===== config.mk =====
export PLATFORM = sky130hd
export DESIGN_NAME = scf_core
export DESIGN_NICKNAME = d
export VERILOG_FILES = /design/src/hdl/scf_pkg.sv /design/src/hdl/scf_core.sv
export SDC_FILE = /design/constraint.sdc
export NUM_CORES = 1
export LEC_CHECK = 0
export BUFFER_PORTS_ARGS = -buffer_cell sky130_fd_sc_hd__buf_2
export CAP_MARGIN = 30
export CORE_MARGIN = 2
export CORE_UTILIZATION = 45
export DETAILED_ROUTE_END_ITERATION = 16
export PLACE_DENSITY_LB_ADDON = 0.15
export SYNTH_ARGS = -nofsm -noshare
export SYNTH_HDL_FRONTEND = slang
export SYNTH_SLANG_ARGS = --single-unit

===== constraint.sdc =====
create_clock -name core_clk -period 9.52 [get_ports core_clk]
set_clock_uncertainty 0.05 [all_clocks]
set_input_delay 2.38 -clock core_clk [delete_from_list [all_inputs] [get_ports core_clk]]
set_output_delay 2.38 -clock core_clk [all_outputs]
set_load 0.005 [all_outputs]

===== src/hdl/scf_pkg.sv =====
// Constants and types for the serial command and fault status block
package scf_pkg;
   localparam int unsigned WORD_W        = 16;
   localparam int unsigned NUM_OUT       = 8;
   localparam int unsigned CLK_MHZ       = 200;
   localparam int unsigned OL_FILT_MIN_US = 100;
   localparam int unsigned OL_FILT_MAX_US = 450;
   // Least filter time in whole cycles, 100 us at 200 MHz
   localparam int unsigned OL_FILT_CYC   = OL_FILT_MIN_US * CLK_MHZ;
   // Command address field, bits 15..11
   localparam int unsigned ADDR_HI       = 15;
   localparam int unsigned ADDR_LO       = 11;
   localparam logic [4:0]  ADDR_SECOND_CURRENT_DRIVER_CTL = 5'h18;
   localparam logic [4:0]  ADDR_SECOND_CURRENT_DRIVER_FA  = 5'h19;
   localparam logic [4:0]  ADDR_TL_QUERY = 5'h1C;
   localparam logic [4:0]  ADDR_INVAL_A  = 5'h1D;
   localparam logic [4:0]  ADDR_INVAL_B  = 5'h1E;
   // Retry, frequency and amplitude fields
   localparam int unsigned RETRY_BIT     = 10;
   localparam int unsigned AMP_HI        = 6;
   localparam int unsigned AMP_LO        = 4;
   localparam int unsigned FRQ_HI        = 3;
   localparam int unsigned FRQ_LO        = 0;
   // Control word of the second current driver, bits 10..0
   localparam int unsigned CTL_HI        = 10;
   // Response fields
   localparam int unsigned RSP_FAULT_BIT = 15;
   localparam int unsigned RSP_RESET_BIT = 14;
   localparam int unsigned RSP_TRIM_BIT  = 13;
   localparam int unsigned TL_CAL_HI_BIT = 12;
   localparam int unsigned TL_CAL_LO_BIT = 11;
   localparam int unsigned TL_OV_BIT     = 10;
   localparam int unsigned TL_FIRST_CURRENT_DRIVER_BIT   = 9;
   localparam int unsigned TL_OSS_LO     = 1;
   localparam logic [15:0] RSP_RESET_VAL = 16'h0000;
   typedef enum logic [1:0] {
      SCF_MSG1  = 2'b00,
      SCF_MSG2  = 2'b01,
      SCF_THERMAL_LIMIT  = 2'b10
   } scf_rsp_e;
endpackage


===== src/hdl/scf_core.sv =====
// Serial command decoder with open-load filter and fault response word
`timescale 1ns/1ps
`default_nettype none
// How it works
// - Decode retry, amplitude, frequency for second driver
// - Thermal query answers per-output thermal flags
// - Over-voltage bit one when present
// - Trim bit zero untrimmed, one trimmed
// - Two fault messages, top bit over-voltage/thermal
// - Open load sensed only while output off
// - Pull-downs enabled at power-up
// - Open-load bit zero when pull-down disabled
// - Pull-down off only by sleep or command
// - Open-load filter 1 cycle to 450 us, 100 us by default
// - Chip-select rise starts filter timer
// - Open-load fault latched until read
// - Outputs resume when supply faults clear; open load never turns them off
// - Under-voltage shuts outputs, resets controls
// - Low-voltage band keeps commanded outputs
// - Over-voltage holds outputs off until normal
module scf_core #(
   parameter int unsigned FILT_CYC = scf_pkg::OL_FILT_CYC
) (
   input  wire logic                        core_clk,
   input  wire logic                        reset_n,
   input  wire logic                        sclk,
   input  wire logic                        cs_n,
   input  wire logic                        mosi,
   output logic                             miso,
   output logic                             miso_oe,
   input  wire logic [scf_pkg::NUM_OUT-1:0] out_cmd_on,
   input  wire logic [scf_pkg::NUM_OUT-1:0] pulldown_dis,
   input  wire logic                        sleep_mode,
   input  wire logic [scf_pkg::NUM_OUT-1:0] open_cmp,
   input  wire logic [scf_pkg::NUM_OUT-1:0] out_fault,
   input  wire logic [scf_pkg::NUM_OUT-1:0] thermal_limit_oss,
   input  wire logic                        thermal_limit_first_current_driver,
   input  wire logic                        cal_freq_high,
   input  wire logic                        cal_freq_low,
   input  wire logic                        over_voltage_flag,
   input  wire logic                        under_voltage,
   input  wire logic                        low_voltage,
   input  wire logic                        trimmed,
   input  wire logic                        msg_select,
   output logic [scf_pkg::NUM_OUT-1:0]      out_enable,
   output logic [scf_pkg::NUM_OUT-1:0]      pulldown_en,
   output logic                             second_current_driver_retry,
   output logic [2:0]                       second_current_driver_amp,
   output logic [3:0]                       second_current_driver_freq,
   output logic [10:0]                      second_current_driver_ctl,
   output logic                             status_unreliable,
   output logic [scf_pkg::WORD_W-1:0]       serial_fault_response
);
   // Filter reload must fit the counter and the longest allowed delay
   localparam int unsigned FILT_MAX = scf_pkg::OL_FILT_MAX_US * scf_pkg::CLK_MHZ;
   localparam int unsigned FILT_W   = $clog2(FILT_MAX + 1);
   if (FILT_CYC < 1 || FILT_CYC > FILT_MAX) begin : g_bad_filt
      $error("FILT_CYC out of range");
   end


   logic [1:0] rst_sync_r;
   logic       rst_n;
   always_ff @(posedge core_clk or negedge reset_n) begin
      if (!reset_n) rst_sync_r <= 2'b00;
      else rst_sync_r <= {rst_sync_r[0], 1'b1};
   end
   assign rst_n = rst_sync_r[1];

   // Pin synchronisers, three stages, change taken when stages two and three agree
   logic [2:0] sclk_s_r, cs_s_r, mosi_s_r;
   logic       sclk_q_r, cs_q_r, mosi_q_r;
   always_ff @(posedge core_clk or negedge rst_n) begin
      if (!rst_n) begin
         sclk_s_r <= 3'b000;
         cs_s_r   <= 3'b111;
         mosi_s_r <= 3'b000;
         sclk_q_r <= 1'b0;
         cs_q_r   <= 1'b1;
         mosi_q_r <= 1'b0;
      end else begin
         sclk_s_r <= {sclk_s_r[1:0], sclk};
         cs_s_r   <= {cs_s_r[1:0], cs_n};
         mosi_s_r <= {mosi_s_r[1:0], mosi};
         if (sclk_s_r[1] == sclk_s_r[2]) sclk_q_r <= sclk_s_r[2];
         if (cs_s_r[1] == cs_s_r[2]) cs_q_r <= cs_s_r[2];
         if (mosi_s_r[1] == mosi_s_r[2]) mosi_q_r <= mosi_s_r[2];
      end
   end

   logic sclk_d_r, cs_d_r;
   always_ff @(posedge core_clk or negedge rst_n) begin
      if (!rst_n) begin
         sclk_d_r <= 1'b0;
         cs_d_r   <= 1'b1;
      end else begin
         sclk_d_r <= sclk_q_r;
         cs_d_r   <= cs_q_r;
      end
   end
   logic sclk_rise, sclk_fall, cs_fall, cs_rise;
   assign sclk_rise = sclk_q_r & ~sclk_d_r;
   assign sclk_fall = ~sclk_q_r & sclk_d_r;
   assign cs_fall   = ~cs_q_r & cs_d_r;
   assign cs_rise   = cs_q_r & ~cs_d_r;

   // Shift registers; word completes on chip-select rise after 16 bits
   logic [15:0] rx_r, tx_r;
   logic [4:0]  bit_cnt_r;
   logic        word_ok;
   assign word_ok = cs_rise && (bit_cnt_r == 5'(scf_pkg::WORD_W));
   always_ff @(posedge core_clk or negedge rst_n) begin
      if (!rst_n) begin
         rx_r      <= 16'h0000;
         bit_cnt_r <= 5'h00;
      end else if (cs_fall) begin
         bit_cnt_r <= 5'h00;
      end else if (!cs_q_r && sclk_rise) begin
         rx_r <= {rx_r[14:0], mosi_q_r};
         if (bit_cnt_r != 5'h1F) bit_cnt_r <= bit_cnt_r + 5'h01;
      end
   end

   function automatic logic [4:0] addr_of(input logic [15:0] w);
      addr_of = w[scf_pkg::ADDR_HI:scf_pkg::ADDR_LO];
   endfunction

   logic uv_or_ov;
   assign uv_or_ov = under_voltage | over_voltage_flag;

   // Second driver settings
   always_ff @(posedge core_clk or negedge rst_n) begin
      if (!rst_n) begin
         second_current_driver_retry <= 1'b0;
         second_current_driver_amp   <= 3'h0;
         second_current_driver_freq  <= 4'h0;
         second_current_driver_ctl   <= 11'h000;
      end else if (under_voltage) begin
         second_current_driver_retry <= 1'b0;
         second_current_driver_amp   <= 3'h0;
         second_current_driver_freq  <= 4'h0;
         second_current_driver_ctl   <= 11'h000;
      end else if (word_ok) begin
         if (addr_of(rx_r) == scf_pkg::ADDR_SECOND_CURRENT_DRIVER_FA) begin
            second_current_driver_retry <= rx_r[scf_pkg::RETRY_BIT];
            second_current_driver_amp   <= rx_r[scf_pkg::AMP_HI:scf_pkg::AMP_LO];
            second_current_driver_freq  <= rx_r[scf_pkg::FRQ_HI:scf_pkg::FRQ_LO];
         end else if (addr_of(rx_r) == scf_pkg::ADDR_SECOND_CURRENT_DRIVER_CTL) begin
            second_current_driver_ctl <= rx_r[scf_pkg::CTL_HI:0];
         end
      end
   end

   // Response selection; query answer is the next word out
   scf_pkg::scf_rsp_e rsp_sel_r;
   logic              reset_seen_r;
   always_ff @(posedge core_clk or negedge rst_n) begin
      if (!rst_n) begin
         rsp_sel_r    <= scf_pkg::SCF_MSG1;
         reset_seen_r <= 1'b1;
      end else if (under_voltage) begin
         reset_seen_r <= 1'b1;
      end else if (word_ok) begin
         // Reset flag stays up until a second message has carried it out
         if (rsp_sel_r == scf_pkg::SCF_MSG2) reset_seen_r <= 1'b0;
         if (addr_of(rx_r) == scf_pkg::ADDR_TL_QUERY) rsp_sel_r <= scf_pkg::SCF_THERMAL_LIMIT;
         else if (msg_select) rsp_sel_r <= scf_pkg::SCF_MSG2;
         else rsp_sel_r <= scf_pkg::SCF_MSG1;
      end
   end

   // Pull-downs and open-load filter
   logic [FILT_W-1:0] filt_cnt_r;
   logic              filt_done;
   assign filt_done = (filt_cnt_r == '0);
   always_ff @(posedge core_clk or negedge rst_n) begin
      if (!rst_n) filt_cnt_r <= FILT_W'(FILT_CYC);
      else if (cs_rise) filt_cnt_r <= FILT_W'(FILT_CYC);
      else if (!filt_done) filt_cnt_r <= filt_cnt_r - FILT_W'(1);
   end

   logic [7:0] ol_latch_r;
   logic       clr_ol;
   assign clr_ol = word_ok && (rsp_sel_r == scf_pkg::SCF_MSG2);
   genvar g;
   generate
      for (g = 0; g < scf_pkg::NUM_OUT; g++) begin : g_out
         // pull-down on from reset; only sleep or command disables
         assign pulldown_en[g] = ~sleep_mode & ~pulldown_dis[g];
         // supply faults force off; low band keeps command; resume
         assign out_enable[g] = out_cmd_on[g] & ~uv_or_ov;
         logic ol_hit;
         assign ol_hit = ~out_cmd_on[g] & open_cmp[g] & filt_done & pulldown_en[g];
         always_ff @(posedge core_clk or negedge rst_n) begin
            if (!rst_n) ol_latch_r[g] <= 1'b0;
            else if (!pulldown_en[g]) ol_latch_r[g] <= 1'b0;
            else if (ol_hit) ol_latch_r[g] <= 1'b1;
            else if (clr_ol) ol_latch_r[g] <= 1'b0;
         end
      end
   endgenerate
   assign status_unreliable = low_voltage;

   logic [15:0] rsp_word;
   logic        top_fault;
   assign top_fault = over_voltage_flag | thermal_limit_first_current_driver | (|thermal_limit_oss);
   always_comb begin
      rsp_word = scf_pkg::RSP_RESET_VAL;
      case (rsp_sel_r)
         scf_pkg::SCF_THERMAL_LIMIT: begin
            // thermal flags per output; over-voltage one when present
            rsp_word[scf_pkg::TL_OSS_LO +: scf_pkg::NUM_OUT] = thermal_limit_oss;
            rsp_word[scf_pkg::TL_FIRST_CURRENT_DRIVER_BIT]   = thermal_limit_first_current_driver;
            rsp_word[scf_pkg::TL_OV_BIT]     = over_voltage_flag;
            rsp_word[scf_pkg::TL_CAL_LO_BIT] = cal_freq_low;
            rsp_word[scf_pkg::TL_CAL_HI_BIT] = cal_freq_high;
         end
         scf_pkg::SCF_MSG2: begin
            // second message; trim state; no pull-down reads zero
            rsp_word[scf_pkg::RSP_FAULT_BIT] = top_fault;
            rsp_word[scf_pkg::RSP_RESET_BIT] = reset_seen_r;
            rsp_word[scf_pkg::RSP_TRIM_BIT]  = trimmed;
            rsp_word[7:0] = ol_latch_r & pulldown_en;
         end
         scf_pkg::SCF_MSG1: begin
            rsp_word[scf_pkg::RSP_FAULT_BIT] = top_fault;
            rsp_word[7:0] = out_fault;
         end
         default: rsp_word = scf_pkg::RSP_RESET_VAL;
      endcase
   end

   // Load on chip-select fall, shift on clock fall, MSB first
   always_ff @(posedge core_clk or negedge rst_n) begin
      if (!rst_n) begin
         tx_r                  <= 16'h0000;
         serial_fault_response <= 16'h0000;
      end else if (cs_fall) begin
         tx_r                  <= rsp_word;
         serial_fault_response <= rsp_word;
      end else if (!cs_q_r && sclk_fall) begin
         tx_r <= {tx_r[14:0], 1'b0};
      end
   end
   assign miso    = tx_r[15];
   assign miso_oe = ~cs_q_r;

   chk_ol_filter: assert property (@(posedge core_clk) disable iff (!rst_n)
      cs_rise |=> !filt_done) else $error("filter not restarted");
   chk_ol_zero: assert property (@(posedge core_clk) disable iff (!rst_n)
      !pulldown_en[0] |=> !ol_latch_r[0]) else $error("open-load bit not zero");
   chk_out_off: assert property (@(posedge core_clk) disable iff (!rst_n)
      over_voltage_flag |-> out_enable == 8'h00) else $error("output on at over-voltage");
   chk_uv_reset: assert property (@(posedge core_clk) disable iff (!rst_n)
      under_voltage |=> second_current_driver_amp == 3'h0 && second_current_driver_freq == 4'h0) else $error("control kept");
   chk_ol_hold: assert property (@(posedge core_clk) disable iff (!rst_n)
      ol_latch_r[0] && pulldown_en[0] && !clr_ol |=> ol_latch_r[0]) else $error("latch lost");
   chk_pd_on: assert property (@(posedge core_clk) disable iff (!rst_n)
      !sleep_mode && !pulldown_dis[0] |-> pulldown_en[0]) else $error("pull-down off");
   chk_tl_ov: assert property (@(posedge core_clk) disable iff (!rst_n)
      rsp_sel_r == scf_pkg::SCF_THERMAL_LIMIT |-> rsp_word[scf_pkg::TL_OV_BIT] == over_voltage_flag)
      else $error("over-voltage bit wrong");
   chk_inval_nop: assert property (@(posedge core_clk) disable iff (!rst_n)
      word_ok && addr_of(rx_r) == scf_pkg::ADDR_INVAL_A && !under_voltage
      |=> $stable(second_current_driver_amp) && $stable(second_current_driver_ctl)) else $error("invalid word changed state");
   chk_filt_len: assert property (@(posedge core_clk) disable iff (!rst_n)
      cs_rise |=> filt_cnt_r == FILT_W'(FILT_CYC)) else $error("filter reload wrong");
   chk_word_load: assert property (@(posedge core_clk) disable iff (!rst_n)
      cs_fall |=> serial_fault_response == $past(rsp_word)) else $error("response not loaded");
   chk_trim_bit: assert property (@(posedge core_clk) disable iff (!rst_n)
      rsp_sel_r == scf_pkg::SCF_MSG2 |-> rsp_word[scf_pkg::RSP_TRIM_BIT] == trimmed)
      else $error("trim bit wrong");
   chk_fa_decode: assert property (@(posedge core_clk) disable iff (!rst_n)
      word_ok && addr_of(rx_r) == scf_pkg::ADDR_SECOND_CURRENT_DRIVER_FA && !under_voltage
      |=> second_current_driver_freq == rx_r[scf_pkg::FRQ_HI:scf_pkg::FRQ_LO]
         && second_current_driver_amp == rx_r[scf_pkg::AMP_HI:scf_pkg::AMP_LO])
      else $error("frequency or amplitude not decoded");
   chk_ctl_decode: assert property (@(posedge core_clk) disable iff (!rst_n)
      word_ok && addr_of(rx_r) == scf_pkg::ADDR_SECOND_CURRENT_DRIVER_CTL && !under_voltage
      |=> second_current_driver_ctl == rx_r[scf_pkg::CTL_HI:0]) else $error("control word not decoded");
   chk_ol_sense: assert property (@(posedge core_clk) disable iff (!rst_n)
      out_cmd_on[0] && !ol_latch_r[0] |=> !ol_latch_r[0]) else $error("open load set while on");
   chk_pd_cmd: assert property (@(posedge core_clk) disable iff (!rst_n)
      pulldown_dis[0] || sleep_mode |-> !pulldown_en[0]) else $error("pull-down left on");
   chk_low_band: assert property (@(posedge core_clk) disable iff (!rst_n)
      low_voltage && !under_voltage && !over_voltage_flag |-> out_enable == out_cmd_on)
      else $error("low band changed outputs");
   chk_uv_flag: assert property (@(posedge core_clk) disable iff (!rst_n)
      under_voltage |=> reset_seen_r) else $error("reset flag not set");
   chk_ov_top: assert property (@(posedge core_clk) disable iff (!rst_n)
      over_voltage_flag && rsp_sel_r != scf_pkg::SCF_THERMAL_LIMIT |-> rsp_word[scf_pkg::RSP_FAULT_BIT])
      else $error("top fault bit clear");

   cov_query: cover property (@(posedge core_clk)
      word_ok && addr_of(rx_r) == scf_pkg::ADDR_TL_QUERY);
   cov_fa: cover property (@(posedge core_clk) word_ok && addr_of(rx_r) == scf_pkg::ADDR_SECOND_CURRENT_DRIVER_FA);
   cov_ol: cover property (@(posedge core_clk) |ol_latch_r);
   cov_msg2: cover property (@(posedge core_clk) clr_ol && |ol_latch_r);
   cov_uv: cover property (@(posedge core_clk) under_voltage && |second_current_driver_ctl);
endmodule
`default_nettype wire


==> metrics.md, run 1 <==
| Metric | Value |
|---|---|
| Pwr Density | about 230 nW/um^2 |
| Setup ws final | 3970 ps |
| Clock root buffer | clkbuf_16 |
| Critical path class | in2out |
| Worst Tran Pin Value | 1050 ps |
| Gr ovfl total | 0 |
| Fmax | 0.180 GHz |
| First-pass GRT wire length | about 20000 um |
| Largest net degree at the start of global routing | 60 |
| Clock sinks | 116 |
| Number of buffers created by CTS | 17 |
| DRT iter0 DRCs | about 220 |
| Worst path required time | 7090 ps |
| Port bufs | 105 |
| Setup violators final | 0 |
| Fill cells | 935 |
| DR DRC count | 0 |
| Max-cap violation count | 0 |
| CTS tree | yes |
| Seq/Total Area, Yosys | a little under three fifths |
| Period minus WS final | around 5600 ps |
| Antenna Nets Post-Route | 0 |
| Synthesized area | roughly 5100 sq um |
| Post-route design area | around 6400 sq um |
| Pre-antenna DRT Iters | 4 |
| Placed Area | a little under 6000 sq um |
| GP Congestion | 0.852 |
| DR WL/cell | between 15 and 20 um |
| Crit. End Element | output pin |
| Drt total wl | about 12000 um |
| RSZ-0062 raised after global routing | no |
| Initial antenna violation count | 0 |
| Maximum clock insertion buffer count | 2 |
| Leakage power | 0.00313 uW |
| Fraction of registers with async set or reset after synthesis | 100% |
| Proportion of layout cells with a drive suffix above 1 | 31.5% |
| Mapped Nets | 519 |
| Synth Instances | 461 |
| Max_slew headroom | between 20% and 30% |
| Startpoint types | primary input |
| Ant. Diodes | 0 |
| Via count | 3937 |
| Fin util | about three fifths |
| Main synth FF type | dfrtp_1 |
| Final Hold Viols | 0 |
| Top cell type's share of synthesized area | between 50% and 60% |
| Post-CTS setup buffer count | 0 |
| Final worst path period share | 58.3% |
| Synthesized flop and latch total | 116 |
| Vias in the first global route | between 3000 and 4000 |
| Clk pin slew, worst setup/hold paths | about 50 ps |
| Post-synth top area cell | dfrtp_1 |
| Setup TNS | 0 ps |
| Layout area overhead | 24.2% |
| Gr usage total | between 20% and 30% |
| VDD IR max | 100 uV |
| Synth Warn # | 0 |
| Avg Vias per Cell | 5.48 |
| Critical Path AT | 3120 ps |
| Commonest cells post-synth | dfrtp_1, nor2_1, mux2i_1 |
| Worst skew pair latency | 410 ps |
| H-tree depth | 4 |
| # rows | 38 |
| Status | finished clean |
| Die area | 12300 sq um |
| Initial core utilization | between 40% and 50% |
| Mean Syn Cell Area | 11.1 sq um |
| Hold buffers post-CTS | 0 |
| Io pins | 108 |
| Number of flops mapped to enable cells by yosys | 0 |
| Synth top area cells | dfrtp_1, mux2i_1, dfstp_2 |
| Most frequent cell after synthesis | dfrtp_1 |
| Core box area | 11000 sq um |
| Count of different cell masters after synthesis | 60 |
| Die H | 111 um |
| Die Wd | 111 um |
| Layout net count | 623 |
| Number of gates resized after cts | 0 |
| Crit Path Max Fanout | 29 |
| Worst hold path type | reg2reg |
| Fin. max-slew vios | 0 |
| DP HPWL | 8330 um |
| Pre-CTS setup slack | between 3000 and 4000 ps |
[layout make-up]
type,instances,area [sq um],share of cell area (%)
clock inverters,13,159,2.49
multi-input cells,305,2060,32.3
flip-flops and latches,116,2920,45.8
repair buffers,110,563,8.84
clock buffers,19,443,6.95
well taps,140,175,2.75
inverters,15,56.3,0.884
[power by group]
group,switching (uW),internal (uW)
clock network,225,416
registers,63.2,564
logic,104,93.4
[worst max-delay path: stages]
cell    delay, ps
buf_2         450
nor3_1        130
buf_2         150
[layout by cell type, fill, tap and decap left out, drive strengths merged, types with 3 or more instances in the layout]
master    netlist  routed
nand2          24      24
o221ai          4       4
clkinvlp        0       6
clkbuf         19      19
dfstp          11      11
and3            3       3
a32oi           8       8
ha              4       4
dfrtp         105     105
nor2b           6       6
bufinv          0       3
nor4b           3       3
o21a            4       4
a311oi          3       3
nand2b          8       8
nor3           20      20
nor4            5       5
maj3            3       3
a22o            6       6
a21oi          12      12
mux2i          29      29
clkinv          0       4
mux2           17      17
buf             6     110
o21ai          22      22
nand3           6       6
a22oi           5       5
nand4           4       4
or3             7       7
a21o            4       4
or4             9       9
o31ai           6       6
nor2           59      59
inv            15      15
[state kept, by name, indices dropped and copies added, names as in the netlist, 4 cells and up]
name                        flops
ol_latch_r                      8
second_current_driver_freq      4
rx_r                           16
bit_cnt_r                       5
tx_r                           16
serial_fault_response          16
second_current_driver_ctl      11
filt_cnt_r                     17
[routing by layer]
| layer | part of all wire (%) | up-vias | wire length, um | global-route usage (%) |
|---|---|---|---|---|
| li1 | - | 1876 | - | - |
| met1 | 47 | 1910 | 5680 | 29.0 |
| met2 | 45 | 127 | 5480 | 32.3 |
| met3 | 5.9 | 24 | 713 | 5.25 |
| met4 | 2.1 | 0 | 255 | 9.25 |
| met5 | 0 | - | 0 | 0 |
[metrics by stage]
step                instances  hold WS, ps  power [uW]
global route              718          312        1550
CTS                       718          308        1480
floorplan                 461          281         759
global placement          686          284         822
detailed placement        686          297         833
finish                    718          304        1470
[cells by family (layout without fill, tap and decap cells)]
family	count (synthesis)	count (layout)	synth area share (%)
buffers and inverters	40	157	3.27
flip-flops	116	116	56.8
multiplexers	46	46	9.39
other	1	1	0.0731
adder cells (fa/ha/maj)	7	7	1.56
XOR/XNOR	3	3	0.512
AO/OA/AOI/OAI	82	82	11.1
AND/OR/NAND/NOR	166	166	17.2
[worst paths after layout]
kind	slack [ps]	endpoint	cells past startpoint	from
worst max-delay path	3970	out_enable[7]	3	under_voltage
worst min-delay path	300	rst_sync_r[1]	0	rst_sync_r[0]
worst max register to register	6830	ol_latch_r[4]	6	filt_cnt_r[0]
worst min register to register	300	rst_sync_r[1]	0	rst_sync_r[0]
max in group asynchronous	7620	rst_sync_r[1]	1	reset_n
min in group asynchronous	330	ol_latch_r[4]	0	rst_sync_r[1]
No activity file was read; power rests on OpenSTA's default activity.
==> run 2: changes to the inputs <==
clock period = 5.8 ns   (was 9.52 ns; I/O delays follow)
==> run 2 against run 1 <==
Compared with the run above:
- first-iteration DRC count decreased by 26%
- sequential cell count unchanged
- die area unchanged
- clock power increased by 64%
- critical path depth unchanged
- largest cell class unchanged
- hold slack about the same
- wire length decreased by 0.42%
- power increased by 64%
- largest power group unchanged
- final area about the same
- clock-buffer cell count increased by 2
==> metrics.md, run 2 (same netlist as run 1, synthesis figures left out) <==
| Metric | Value |
|---|---|
| Post-CTS setup buffer count | 0 (unchanged) |
| Setup violators final | 0 (unchanged) |
| Crit Path Max Fanout | 29 (unchanged) |
| Initial core utilization | 46.7% (unchanged) |
| GR Util met3 | 4.76% (-0.49 points) |
| First-pass GRT wire length | 20400 um (-0.64%) |
| Final worst path period share | 63.5% |
| Busiest grt layer | met2 |
| Number of gates resized after cts | 0 (unchanged) |
| Crit. End Element | output pin |
| Vias in the first global route | 4028 (+1.3%) |
| Worst r2r path cells | 6 (unchanged) |
| Drt total wl | 12100 um (-0.42%) |
| Core box area | 11000 sq um (unchanged) |
| RSZ-0062 raised after global routing | no |
| # rows | 38 (unchanged) |
| Fmax | 0.272 GHz |
| Hold depth | 0 (unchanged) |
| Startpoint types | primary input |
| Max-cap violation count | 0 (unchanged) |
| Period minus WS final | roughly 3700 ps |
| Avg Vias per Cell | 5.50 (+0.29%) |
| Clk pin slew, worst setup/hold paths | 50 ps (about the same) |
| Largest Register | filt_cnt_r |
| Pwr Density | 377 nW/um^2 (+64%) |
| Pre-antenna DRT Iters | 4 (unchanged) |
| Io pins | 108 (unchanged) |
| Leakage power | 0.00315 uW (+0.56%) |
| Gr ovfl total | 0 (unchanged) |
| Initial antenna violation count | 0 (unchanged) |
| Clock sinks | 116 (unchanged) |
| DRT iter0 DRCs | 160 (-26%) |
| Max_slew headroom | 32.1% (+2.3 points) |
| Hold buffers post-CTS | 0 (unchanged) |
| H-tree depth | 4 (unchanged) |
| Maximum clock insertion buffer count | 2 (unchanged) |
| VDD IR max | 156 uV (+56%) |
| Worst skew pair latency | 410 ps (about the same) |
| Grt met1 use | 28.8% (-0.18 points) |
| Die Wd | 111 um (unchanged) |
| Placed Area | 5770 sq um (unchanged) |
| DP HPWL | 8380 um (+0.58%) |
| Number of flip-flops in the largest register | 17 (unchanged) |
| Worst hold path type | reg2reg |
| CP cell instances | buf_2 -> nor3_1 -> buf_2 |
| Critical Path Slowest Stage Cell | buf_2 |
| DR DRC count | 0 (unchanged) |
| Worst path required time | 4300 ps (-2790 ps) |
| Layout net count | 623 (unchanged) |
| Worst Tran Pin Value | 1010 ps (-34.7 ps) |
| Gr usage total | 21.1% (-0.16 points) |
| Via count | 3943 (+0.15%) |
| Post-route design area | 6370 sq um (about the same) |
| CTS tree | yes |
| Die H | 111 um (unchanged) |
| Port bufs | 105 (unchanged) |
| Die area | 12300 sq um (unchanged) |
| Layout area overhead | 24.2% (about the same) |
| Clock root buffer | clkbuf_16 |
| Fin. max-slew vios | 0 (unchanged) |
| Critical Path Most Common Cell | buf_2 |
| Critical Path AT | 2180 ps (-940 ps) |
| Number of buffers created by CTS | 17 (unchanged) |
| CP peak stage delay | 450 ps (about the same) |
| GP Congestion | 0.852 (unchanged) |
| Final Hold Viols | 0 (unchanged) |
| Met2 Resource Use GR | 32.7% (+0.45 points) |
| Largest net degree at the start of global routing | 60 (unchanged) |
| Setup TNS | 0 ps (unchanged) |
| Critical path class | in2out |
| DR WL/cell | 16.8 um (-0.28%) |
| Antenna Nets Post-Route | 0 (unchanged) |
| Proportion of layout cells with a drive suffix above 1 | 31.4% (-0.12 points) |
| Commonest non-fill, non-tap cell in the layout | buf_2 |
| Most frequent cells in the layout | buf_2, dfrtp_1, nor2_1 |
| Ant. Diodes | 0 (unchanged) |
| Fill cells | 930 (-0.53%) |
| Status | finished clean |
==> run 2: changes by cell type in the layout (fill, tap and decap cells not counted) <==
cell        change
clkinvlp_4      -4
clkbuf_8        +2
clkinv_2        +2
clkinv_4        -1
==> run 2: report_power, final <==
part	total [uW]	internal [uW]	switching, uW
clock	1050	702	346
combinational	325	153	172
sequential	1030	926	103
==> run 2: final cells by class <==
cell class                      count  area (sq um)  area share [%]
Tap cell                          140           175            2.75
Clock inverter                     10           130            2.04
Timing Repair Buffer              110           563            8.84
Inverter                           15          56.3           0.884
Multi-Input combinational cell    305          2060            32.3
Clock buffer                       21           470            7.38
Sequential cell                   116          2920            45.8
==> run 2: final timing paths <==
| check | to | from | slack, ps |
|---|---|---|---|
| min | mosi_s_r[1] | mosi_s_r[0] | 300 |
| max | out_enable[7] | under_voltage | 2120 |
| min in group asynchronous | ol_latch_r[4] | rst_sync_r[1] | 330 |
| max in group asynchronous | serial_fault_response[1] | rst_sync_r[1] | 4140 |
| min reg2reg | mosi_s_r[1] | mosi_s_r[0] | 300 |
| max reg2reg | ol_latch_r[4] | filt_cnt_r[0] | 3110 |
==> run 2: through the flow <==
step                power, uW  setup WS (ps)  hold WS (ps)  util [%]  instances
floorplan                1250           2260           281         -        461
global placement         1350           2120           284      52.5        686
detailed placement       1370           2090           297      52.5        686
CTS                      2430           2090           308      58.0        717
global route             2530           2020           311      58.0        717
finish                   2400           2120           304      58.0        717
==> run 2: layer usage <==
metal / wire, um / part of all wire [%] / vias to the layer above
li1: - / - / 1879
met1: 5710 / 47 / 1944
met4: 155 / 1.3 / 0
met2: 5620 / 46 / 111
met5: 0 / 0 / -
met3: 594 / 4.9 / 9
==> run 2: worst max-delay path: cells and delay by family <==
kind / cells / cell delay, ps
and+or+nand+nor: 1 / 130
buffers and inverters: 2 / 600
